`src/design/boi_consts.svh`:
```
`ifndef BOI_CONSTS_SVH
`define BOI_CONSTS_SVH

// ----------------------------------------
// Indirect window addresses in file space
// ----------------------------------------
`define BOI_IND0_ADDR 7'h00
`define BOI_IND1_ADDR 7'h01

// ----------------------------------------
// Pointer update select codes
// ----------------------------------------
`define BOI_MM_PRE_INC 2'b00
`define BOI_MM_PRE_DEC 2'b01
`define BOI_MM_POST_INC 2'b10
`define BOI_MM_POST_DEC 2'b11

// ----------------------------------------
// Destination select and bit positions
// ----------------------------------------
`define BOI_DEST_ACC 1'b0
`define BOI_DEST_FILE 1'b1
`define BOI_MSB 7
`define BOI_LSB 0

// ----------------------------------------
// Reset values and steps
// ----------------------------------------
`define BOI_BYTE_RST 8'h00
`define BOI_BYTE_ONE 8'h01
`define BOI_PTR_RST 16'h0000
`define BOI_PTR_STEP 16'h0001
`define BOI_FILE_ADDR_RST 7'h00
`define BOI_OFFSET_ZERO 6'h00
`define BOI_FLAG_RST 1'b0
`define BOI_SHIFT_STEP 1

`endif

```
`src/design/boi_pkg.sv`:
```
package boi_pkg;

    // Operation selector presented with each instruction
    typedef enum logic [2:0] {
        BOI_OP_IDLE,
        BOI_OP_ADD_ONE_TO_OPERAND,
        BOI_OP_BITWISE_OR_ACCUMULATOR_OPERAND,
        BOI_OP_SHIFT_LEFT_LOGICAL,
        BOI_OP_SHIFT_RIGHT_LOGICAL,
        BOI_OP_COPY_OPERAND,
        BOI_OP_LOAD_VIA_POINTER
    } boi_op_t;

    typedef logic [15:0] boi_ptr_t;

endpackage : boi_pkg

```
`src/design/boi_ptr_if.sv`:
```
`timescale 1ns/1ps
`default_nettype none

interface boi_ptr_if;
    import boi_pkg::*;
    logic sel;
    logic [1:0] pointer_update_select;
    logic rel_en;
    logic [5:0] rel_offset;
    logic upd_en;
    logic load_en;
    logic load_sel;
    boi_ptr_t load_val;
    boi_ptr_t eff_addr;
    boi_ptr_t ptr0;
    boi_ptr_t ptr1;

    modport exec (
        output sel, pointer_update_select, rel_en, rel_offset, upd_en, load_en, load_sel, load_val,
        input eff_addr, ptr0, ptr1
    );
    modport unit (
        input sel, pointer_update_select, rel_en, rel_offset, upd_en, load_en, load_sel, load_val,
        output eff_addr, ptr0, ptr1
    );
endinterface : boi_ptr_if

`default_nettype wire

```
`src/design/boi_ptr_unit.sv`:
```
`timescale 1ns/1ps
`default_nettype none
`include "boi_consts.svh"

module boi_ptr_unit (
    // Clock and reset
    input wire logic clk,
    input wire logic rst_n,
    // Link to execution datapath
    boi_ptr_if.unit pif
);
    import boi_pkg::*;

    boi_ptr_t ptr_q [2];
    boi_ptr_t ptr_d [2];
    boi_ptr_t cur;
    boi_ptr_t offset_ext;
    logic is_dec;

    // ----------------------------------------
    // Address and pointer update
    // ----------------------------------------
    always_comb begin
        cur = pif.sel ? ptr_q[1] : ptr_q[0];
        // Signed cast sign-extends the offset to pointer width
        offset_ext = boi_ptr_t'($signed(pif.rel_offset));
        is_dec = (pif.pointer_update_select == `BOI_MM_PRE_DEC) ||
                 (pif.pointer_update_select == `BOI_MM_POST_DEC);
        if (pif.rel_en) begin
            pif.eff_addr = cur + offset_ext;
        end else if (pif.pointer_update_select == `BOI_MM_PRE_INC) begin
            pif.eff_addr = cur + `BOI_PTR_STEP;
        end else if (pif.pointer_update_select == `BOI_MM_PRE_DEC) begin
            pif.eff_addr = cur - `BOI_PTR_STEP;
        end else begin
            pif.eff_addr = cur;
        end
        ptr_d[0] = ptr_q[0];
        ptr_d[1] = ptr_q[1];
        // 16-bit arithmetic wraps at both ends by itself
        if (pif.upd_en) begin
            ptr_d[pif.sel] = is_dec ? cur - `BOI_PTR_STEP : cur + `BOI_PTR_STEP;
        end
        // A direct load beats a same-cycle auto update
        if (pif.load_en) begin
            ptr_d[pif.load_sel] = pif.load_val;
        end
    end

    always_ff @(posedge clk) begin
        if (!rst_n) begin
            ptr_q[0] <= `BOI_PTR_RST;
            ptr_q[1] <= `BOI_PTR_RST;
        end else begin
            ptr_q[0] <= ptr_d[0];
            ptr_q[1] <= ptr_d[1];
        end
    end

    assign pif.ptr0 = ptr_q[0];
    assign pif.ptr1 = ptr_q[1];
endmodule : boi_ptr_unit

`default_nettype wire

```
`src/design/boi_exec.sv`:
```
// What this block does
// - Increment operand, result to destination, Z
// - Destination bit 0 accumulator, 1 operand
// - OR accumulator with operand, only Z
// - Left shift: bit7 to carry, zero in
// - Right shift: bit0 to carry, zero in
// - Copy operand to destination, set Z
// - Load byte through pointer into accumulator, Z
// - Address pointer+1, pointer-1, pointer (post modes), or pointer+offset
// - Mode 00/01/10/11: pre/post inc/dec
// - Pointer ends +1, -1, or unchanged
// - Window registers redirect through their pointer
// - Pointer wraps across 0000h and FFFFh
`timescale 1ns/1ps
`default_nettype none
`include "boi_consts.svh"

module boi_exec (
    // Clock and reset
    input wire logic clk,
    input wire logic rst_n,
    // Instruction issue
    input wire logic op_valid,
    input wire boi_pkg::boi_op_t op_code,
    input wire logic [6:0] file_addr,
    input wire logic dest_sel,
    input wire logic ptr_sel,
    input wire logic [1:0] pointer_update_select,
    input wire logic rel_mode,
    input wire logic [5:0] rel_offset,
    // Operand sources, valid in the issue cycle
    input wire logic [7:0] file_rd_data,
    input wire logic [7:0] mem_rd_data,
    // Direct pointer load
    input wire logic ptr_load_en,
    input wire logic ptr_load_sel,
    input wire boi_pkg::boi_ptr_t ptr_load_val,
    // Memory address through pointer
    output boi_pkg::boi_ptr_t mem_rd_addr,
    // Write back
    output logic file_wr_en_q,
    output logic [6:0] file_wr_addr_q,
    output logic [7:0] file_wr_data_q,
    output logic mem_wr_en_q,
    output boi_pkg::boi_ptr_t mem_wr_addr_q,
    output logic [7:0] mem_wr_data_q,
    // Architectural state
    output logic [7:0] acc_q,
    output logic zero_q,
    output logic carry_q,
    output boi_pkg::boi_ptr_t ptr0_q,
    output boi_pkg::boi_ptr_t ptr1_q,
    output logic done_q
);
    import boi_pkg::*;

    boi_ptr_if pif ();

    boi_ptr_unit u_ptr (
        .clk(clk),
        .rst_n(rst_n),
        .pif(pif)
    );

    logic is_ind;
    logic is_load;
    logic [7:0] operand;
    logic [7:0] result;
    logic carry_new;
    logic carry_upd;
    logic writes;
    logic acc_d;

    logic [7:0] acc_d_v;
    logic zero_d;
    logic carry_d;
    logic file_wr_en_d;
    logic [6:0] file_wr_addr_d;
    logic [7:0] file_wr_data_d;
    logic mem_wr_en_d;
    boi_ptr_t mem_wr_addr_d;
    logic [7:0] mem_wr_data_d;

    // ----------------------------------------
    // Pointer request
    // ----------------------------------------
    always_comb begin
        is_ind = (file_addr == `BOI_IND0_ADDR) || (file_addr == `BOI_IND1_ADDR);
        is_load = (op_code == BOI_OP_LOAD_VIA_POINTER);
        // Plain window access uses the pointer as is, so it rides the offset path at zero
        pif.sel = is_load ? ptr_sel : (file_addr == `BOI_IND1_ADDR);
        pif.pointer_update_select = pointer_update_select;
        pif.rel_en = is_load ? rel_mode : 1'b1;
        pif.rel_offset = is_load ? rel_offset : `BOI_OFFSET_ZERO;
        pif.upd_en = op_valid && is_load && !rel_mode;
        pif.load_en = ptr_load_en;
        pif.load_sel = ptr_load_sel;
        pif.load_val = ptr_load_val;
    end

    assign mem_rd_addr = pif.eff_addr;
    assign ptr0_q = pif.ptr0;
    assign ptr1_q = pif.ptr1;

    // ----------------------------------------
    // Arithmetic and logic
    // ----------------------------------------
    always_comb begin
        operand = (is_ind || is_load) ? mem_rd_data : file_rd_data;
        result = operand;
        carry_new = carry_q;
        carry_upd = 1'b0;
        writes = op_valid;
        case (op_code)
            BOI_OP_ADD_ONE_TO_OPERAND: begin
                result = operand + `BOI_BYTE_ONE;
            end
            BOI_OP_BITWISE_OR_ACCUMULATOR_OPERAND: begin
                result = acc_q | operand;
            end
            BOI_OP_SHIFT_LEFT_LOGICAL: begin
                result = operand << `BOI_SHIFT_STEP;
                carry_new = operand[`BOI_MSB];
                carry_upd = 1'b1;
            end
            BOI_OP_SHIFT_RIGHT_LOGICAL: begin
                result = operand >> `BOI_SHIFT_STEP;
                carry_new = operand[`BOI_LSB];
                carry_upd = 1'b1;
            end
            BOI_OP_COPY_OPERAND: begin
                result = operand;
            end
            BOI_OP_LOAD_VIA_POINTER: begin
                result = mem_rd_data;
            end
            default: begin
                writes = 1'b0;
            end
        endcase
        acc_d = writes && (is_load || dest_sel == `BOI_DEST_ACC);
    end

    // ----------------------------------------
    // Commit, all in the issue cycle
    // ----------------------------------------
    always_comb begin
        acc_d_v = acc_d ? result : acc_q;
        zero_d = writes ? (result == `BOI_BYTE_RST) : zero_q;
        carry_d = (writes && carry_upd) ? carry_new : carry_q;
        file_wr_en_d = writes && !is_load && dest_sel == `BOI_DEST_FILE && !is_ind;
        file_wr_addr_d = file_wr_en_d ? file_addr : file_wr_addr_q;
        file_wr_data_d = file_wr_en_d ? result : file_wr_data_q;
        // Window has no storage; its write lands at the pointed location
        mem_wr_en_d = writes && !is_load && dest_sel == `BOI_DEST_FILE && is_ind;
        mem_wr_addr_d = mem_wr_en_d ? pif.eff_addr : mem_wr_addr_q;
        mem_wr_data_d = mem_wr_en_d ? result : mem_wr_data_q;
    end

    always_ff @(posedge clk) begin
        if (!rst_n) begin
            acc_q <= `BOI_BYTE_RST;
            zero_q <= `BOI_FLAG_RST;
            carry_q <= `BOI_FLAG_RST;
            file_wr_en_q <= `BOI_FLAG_RST;
            file_wr_addr_q <= `BOI_FILE_ADDR_RST;
            file_wr_data_q <= `BOI_BYTE_RST;
            mem_wr_en_q <= `BOI_FLAG_RST;
            mem_wr_addr_q <= `BOI_PTR_RST;
            mem_wr_data_q <= `BOI_BYTE_RST;
            done_q <= `BOI_FLAG_RST;
        end else begin
            acc_q <= acc_d_v;
            zero_q <= zero_d;
            carry_q <= carry_d;
            file_wr_en_q <= file_wr_en_d;
            file_wr_addr_q <= file_wr_addr_d;
            file_wr_data_q <= file_wr_data_d;
            mem_wr_en_q <= mem_wr_en_d;
            mem_wr_addr_q <= mem_wr_addr_d;
            mem_wr_data_q <= mem_wr_data_d;
            done_q <= writes;
        end
    end
endmodule : boi_exec

`default_nettype wire

```
`config.mk`:
```
export PLATFORM = sky130hd
export DESIGN_NAME = boi_exec
export DESIGN_NICKNAME = d
export VERILOG_FILES = /design/src/design/boi_pkg.sv /design/src/design/boi_ptr_if.sv /design/src/design/boi_ptr_unit.sv /design/src/design/boi_exec.sv
export VERILOG_INCLUDE_DIRS = /design/src /design/src/design
export SDC_FILE = /design/constraint.sdc
export NUM_CORES = 1
export LEC_CHECK = 0
export ABC_AREA = 1
export BUFFER_PORTS_ARGS = -buffer_cell sky130_fd_sc_hd__buf_2
export CAP_MARGIN = 20
export CORE_UTILIZATION = 50
export DETAILED_ROUTE_END_ITERATION = 8
export PLACE_DENSITY_LB_ADDON = 0.15
export REMOVE_ABC_BUFFERS = 1
export SETUP_SLACK_MARGIN = 0.5
export SYNTH_ARGS = -nofsm -noshare
export SYNTH_HDL_FRONTEND = slang
export SYNTH_SLANG_ARGS = --single-unit
```
`constraint.sdc`:
```
create_clock -name clk -period 8.3 [get_ports clk]
set_clock_uncertainty 0.2 [all_clocks]
set_input_delay 1.245 -clock clk [delete_from_list [all_inputs] [get_ports clk]]
set_output_delay 1.245 -clock clk [all_outputs]
set_load 0.1 [all_outputs]
```
After elaboration in Yosys (flattened, before gate mapping)
Memory sizes are Yosys's and may differ from the RTL's. Index checks and enable logic that the tools add are counted. W data, S select, Z words.

Output and inout bits: 100. Bits in latches: 0. Bits of input ports: 58. Memory bits (read-only): 0. Word-level logic and storage cells: 83. Memories kept: 1. Register bits: 52. RAM bits: 32.

Memories: u_ptr.ptr_q (words 2, width 16, read ports 2, clocked after Yosys merged registers in 0, write ports 2, RTL line boi_ptr_unit.sv:14) `boi_ptr_t ptr_q [2];`.

Reduce and logical (&&, ||, !) cells: 24. Add/subtract/negate cells: 4. Shifts and indexed selects: 0. Div/mod/pow operators: 0. Mux-type cells: 25. Multiply operators: 0. Bitwise logic cells: 6. Magnitude comparators: 4. Equality and inequality tests: 9.

Operators with widths (number): $mux W16 (9); $bwmux W32 (2); $mux W32 (2); $pmux W8 S5 (1); $demux W16 S1 (2); $add A16 B1 Y16 const B (1); $add A16 B16 Y16 (1); $sub A16 B1 Y16 const B (1); $logic_and A1 B1 Y1 (10); $eq A3 B3 Y1 const B (3); $add A8 B1 Y8 const B (1); $logic_not A8 Y1 (1); $mux W8 (1); $or A8 B8 Y8 (1); $eq A7 B1 Y1 const B (1); $logic_not A7 Y1 (1); $eq A3 B2 Y1 const B (2); $mux W1 (6); $mux W6 (1); $reduce_or A6 Y1 (1); $ge A2 B2 Y1 const B (2); $logic_or A1 B1 Y1 (4); $lt A2 B1 Y1 const B (2); $not A1 Y2 (2); 11 further kinds (14).

Longest topological paths before layout
Word-level depth: 12. Depth in mapped cells: 25. Mapped depth without buffers: 24.

Hierarchy
A second synthesis with hierarchy kept.

Cells, all modules: 1094. Area total of the unflattened synthesis: 6910.4 sq um.

By module, submodules not included: boi_ptr_unit (times used 1, cells an instance 672, area each 4058.9 sq um); boi_exec (times used 1, cells an instance 422, area each 2851.5 sq um).

Least setup slack after synthesis
Ideal clock, no wire load.

Kind: input -> output. Start: input port op_code[0]. End: output port mem_rd_addr[0]. Setup slack: 2485 ps. Data required time: 6855 ps. Arrival time: 4370 ps. Stages on the path: 11. Path buffers: 1. Cells stage by stage: inv_1 nand3_4 nand2_2 inv_2 nand2_4 nand2_4 buf_6 nand2_1 nand2_1 xor2_1 o21ai_0.

Longest elaborated chain between the ends: 7. Elaborated cells between the ends (all ways): 11.

RTL lines: start: declaration (RTL line boi_exec.sv:24) `input wire boi_pkg::boi_op_t op_code,`; $eq A3 B3 Y1 * (RTL line boi_exec.sv:89) `is_load = (op_code == BOI_OP_LOAD_VIA_POINTER);`; $mux W1 (RTL line boi_exec.sv:91) `` pif.sel = is_load ? ptr_sel : (file_addr == `BOI_IND1_ADDR); ``; $mux W16 (RTL line boi_ptr_unit.sv:24) `cur = pif.sel ? ptr_q[1] : ptr_q[0];`; $sub A16 B1 Y16 (no source line); $mux W16 (RTL line boi_ptr_unit.sv:33) `` end else if (pif.pointer_update_select == `BOI_MM_PRE_DEC) begin ``; $mux W16 (RTL line boi_ptr_unit.sv:31) `` end else if (pif.pointer_update_select == `BOI_MM_PRE_INC) begin ``; $mux W16 * (RTL line boi_ptr_unit.sv:29) `if (pif.rel_en) begin`; end: declaration (RTL line boi_exec.sv:39) `output boi_pkg::boi_ptr_t mem_rd_addr,`.

Every way passes the cells marked *; elsewhere a longest branch is shown, timed or not.

Worst setup path after layout
Start: input port op_code[0]. End: output port mem_rd_addr[15].

Same word-level chain as after synthesis.

==> run_results.csv <==
group,metric,value,unit
floorplanning,fp-row-count,42,
sta,slew_viol_final,0,
cells_and_area,insertedDiodeCount,0,
global_route,grt_pass1_wl,32.8,mm
clock_network,postCtsSetupBuffers,0,
route,route.detailed.drc,0,
synthesis,async_flop_share,0,%
synthesis,yosysUniqueCellTypes,43,
hold_path,worst_hold_path_type,"reg -> reg",
route,vias,7791,
worst_setup_path,required,6.86,ns
route,wirelength,20.7,mm
floorplanning,ios,158,
pwr,peakVddDrop,0.000128,V
cells_and_area,syn2layout_area_growth,16.5,%
status,run_status,"finished, final reports clean",
worst_setup_path,critical_path_buf_inv_count,4,
synthesis,ys.flop_type,"dfxtp_1",
pwr,power.density,173,nW/um^2
sta,post-route-period-util,74.5,%
floorplanning,die-area,14100,sq um
sta,tightest_slew,0.977,ns
clock_network,path_clk_slew,0.07,ns
clock_network,cts_tree,"built",
global_route,grt.total_usage,29.0,%
worst_setup_path,critPathLaunchType,"input pin",
cells_and_area,instances_no_fill,1469,
clock_network,cts_buffers,9,
synthesis,yosysWarnings,0,
job,max_cap_viol_count,0,
clock_network,cts_resized,0,
synthesis,synth_top_area_share,24.7,%
floorplanning,initial_utilization,51.4,%
route,via_per_inst,5.30,
global_route,grt_max_degree,67,
clock_network,cts_hold_buffers,0,
cells_and_area,regArea,1680,sq um
place,dp.cells,1453,
cells_and_area,drive_gt1_share,18.3,%
worst_setup_path,critical_path.slowest_cell,"buf_2",
floorplanning,dieHeight,119,um
synthesis,yosys.area.top_type,"dfxtp_1",
synthesis,synth_edf_count,0,
worst_setup_path,crit_fanout,30,
sta,final.min_clock_period,6.19,ns
global_route,first_global_vias,6538,
synthesis,seq_area_frac_synth,24.7,%
sta,hold_viol,0,
synthesis,syn_inst,1155,
clock_network,root_buffer,"clkbuf_16",
cells_and_area,fin_nets,1362,
sta,setup_viol,0,
synthesis,ys_seq_elements,84,
synthesis,synthTopCellsByArea,"dfxtp_1 (25%), nand2_1 (19%), inv_1 (8.6%)",
place,gp_congestion,0.922,
sta,max_freq,162,MHz
worst_setup_path,end_kind,"output pin",
floorplanning,die_width,119,um
floorplanning,core,13200,sq um
synthesis,yosysMostFrequentCell,"nand2_1",
route,routedWlPerCell,14.1,um
synthesis,synth_commonest_cells,"nand2_1 (337), inv_1 (156), nand3_1 (114)",
synthesis,synth_area_per_cell,5.89,sq um
pwr,p_leak,4.29,nW
sta,setup-tns-final,0,ns
worst_setup_path,path_delay_family,"simple AND/OR/NAND/NOR gates",
cells_and_area,nFillCells,1380,
worst_setup_path,r2r_setup_slack,5.80,ns
route,drtIter0Drc,716,
place,port-buffer-count,157,
clock_network,htree_num_levels,3,
worst_setup_path,crit_chain,"buf_2 > inv_1 > nand3_4 > inv_2 > nand2_4 > nand2_4 > nand2_1 > nand2_4 > ha_1 > a21oi_1 > o21ai_0 > a221oi_1 > nand3_1 > nand2_1 > nand2_1 > nand2_1 > buf_2",
cells_and_area,multiInputGateArea,4290,sq um
sta,relSlewSlack,34.4,%
worst_setup_path,slowest_delay,0.41,ns
worst_setup_path,critical_path_arrival,4.74,ns
sta,grt_setup_unrepaired,"false",
clock_network,clockBufferDepth,2,
worst_setup_path,crit_type,"in -> out",
synthesis,synth_area,6800,sq um
clock_network,clock-sinks,84,
global_route,globalRouteOverflowTotal,0,
route,firstDrtPassIters,5,
global_route,antenna_found_initial,0,
worst_setup_path,crit_top_cell,"nand2_1",
clock_network,insertion_delay,0.36,ns
route,ant_nets,0,
place,post-dp-hpwl,15.7,mm
## power by group
part | total, mW | switching [mW] | leakage [nW] | internal [mW]
Clock | 0.411 | 0.193 | 0.143 | 0.218
Sequential | 0.441 | 0.0186 | 0.687 | 0.423
Combinational | 0.519 | 0.412 | 3.46 | 0.107
## worst paths after layout
path                                   from                              to  depth (start not counted)
max                              op_code[0]                 mem_rd_addr[15]                         17
min          file_wr_addr_q[1]$_SDFFE_PN0P_  file_wr_addr_q[1]$_SDFFE_PN0P_                          2
min reg2reg  file_wr_addr_q[1]$_SDFFE_PN0P_  file_wr_addr_q[1]$_SDFFE_PN0P_                          2
max reg2reg    u_ptr.ptr_q[0][8]$_SDFF_PN0_  mem_wr_addr_q[15]$_SDFFE_PN0P_                         13
## tightest hold or removal path: stages, from the launching register on
cell and delay, ns:
dfxtp_1 0.31, nand2_1 0.06, a21oi_1 0.05
## logic make-up (layout without fill, tap and decap cells)
group	after synthesis	after routing	synth area share, %
muxes	1	1	0.147
xor gates and xnor gates	11	11	1.42
adders and majority gates	16	16	3.05
DFF	84	84	24.7
and+or+nand+nor	617	617	40.3
buffers and inverters	203	341	12.2
AOI/OAI and AO/OA	223	223	18.1
## placed cells by master, fill, tap and decap left out, types with 2 or more instances in the layout
cell,count
nand2_1,337
buf_2,157
inv_1,156
nand3_1,114
a21oi_1,97
nor2_1,87
dfxtp_1,84
o21ai_0,72
nand2_2,23
o211ai_1,19
ha_1,15
nand4_1,13
o21ai_1,11
nor2_2,11
xor2_1,10
clkbuf_16,9
nand2_4,8
nor3_1,7
o21bai_1,6
a221oi_1,5
a22oi_1,5
buf_4,5
inv_2,4
nor2_4,4
nand3b_1,4
and2_1,3
clkinv_1,3
nand3_4,2
o21ai_2,2
nand3_2,2
clkinv_4,2
inv_8,2
## sequential cells by signal (all words and copies together), names as in the netlist
register / count
u_ptr.ptr_q: 32
mem_wr_addr_q: 16
acc_q: 8
file_wr_data_q: 8
mem_wr_data_q: 8
file_wr_addr_q: 7
carry_q: 1
done_q: 1
file_wr_en_q: 1
mem_wr_en_q: 1
zero_q: 1
## metrics by stage
step	hold slack [ns]	worst slack, ns	total power [mW]	area (sq um)	util (%)
floorplan	0.702	2.14	0.852	6580	-
global placement	0.247	2.21	0.960	7630	57.6
detailed placement	0.252	2.15	0.962	7630	57.6
CTS	0.262	2.15	1.37	7920	59.8
global route	0.274	1.70	1.43	7920	59.8
finish	0.257	2.11	1.37	7920	59.8
## layer usage
| metal | global-route usage, % | wire, um | vias to the layer above | part of all wire, % |
|---|---|---|---|---|
| met5 | 0 | 0 | - | 0 |
| met4 | 6.25 | 202 | 0 | 0.97 |
| met3 | 5.36 | 1610 | 20 | 7.8 |
| met2 | 43.2 | 8840 | 299 | 43 |
| met1 | 43.0 | 10100 | 3468 | 49 |
| li1 | - | - | 4004 | - |
## layout make-up
cell class | count | area share (%)
clock inverters | 6 | 0.711
repair buffers | 162 | 10.4
inverters | 163 | 7.72
clock buffers | 10 | 3.02
flip-flops and latches | 84 | 21.2
well taps | 176 | 2.78
multi-input cells | 868 | 54.2
Note: power is estimated with default switching activity, not from simulation.
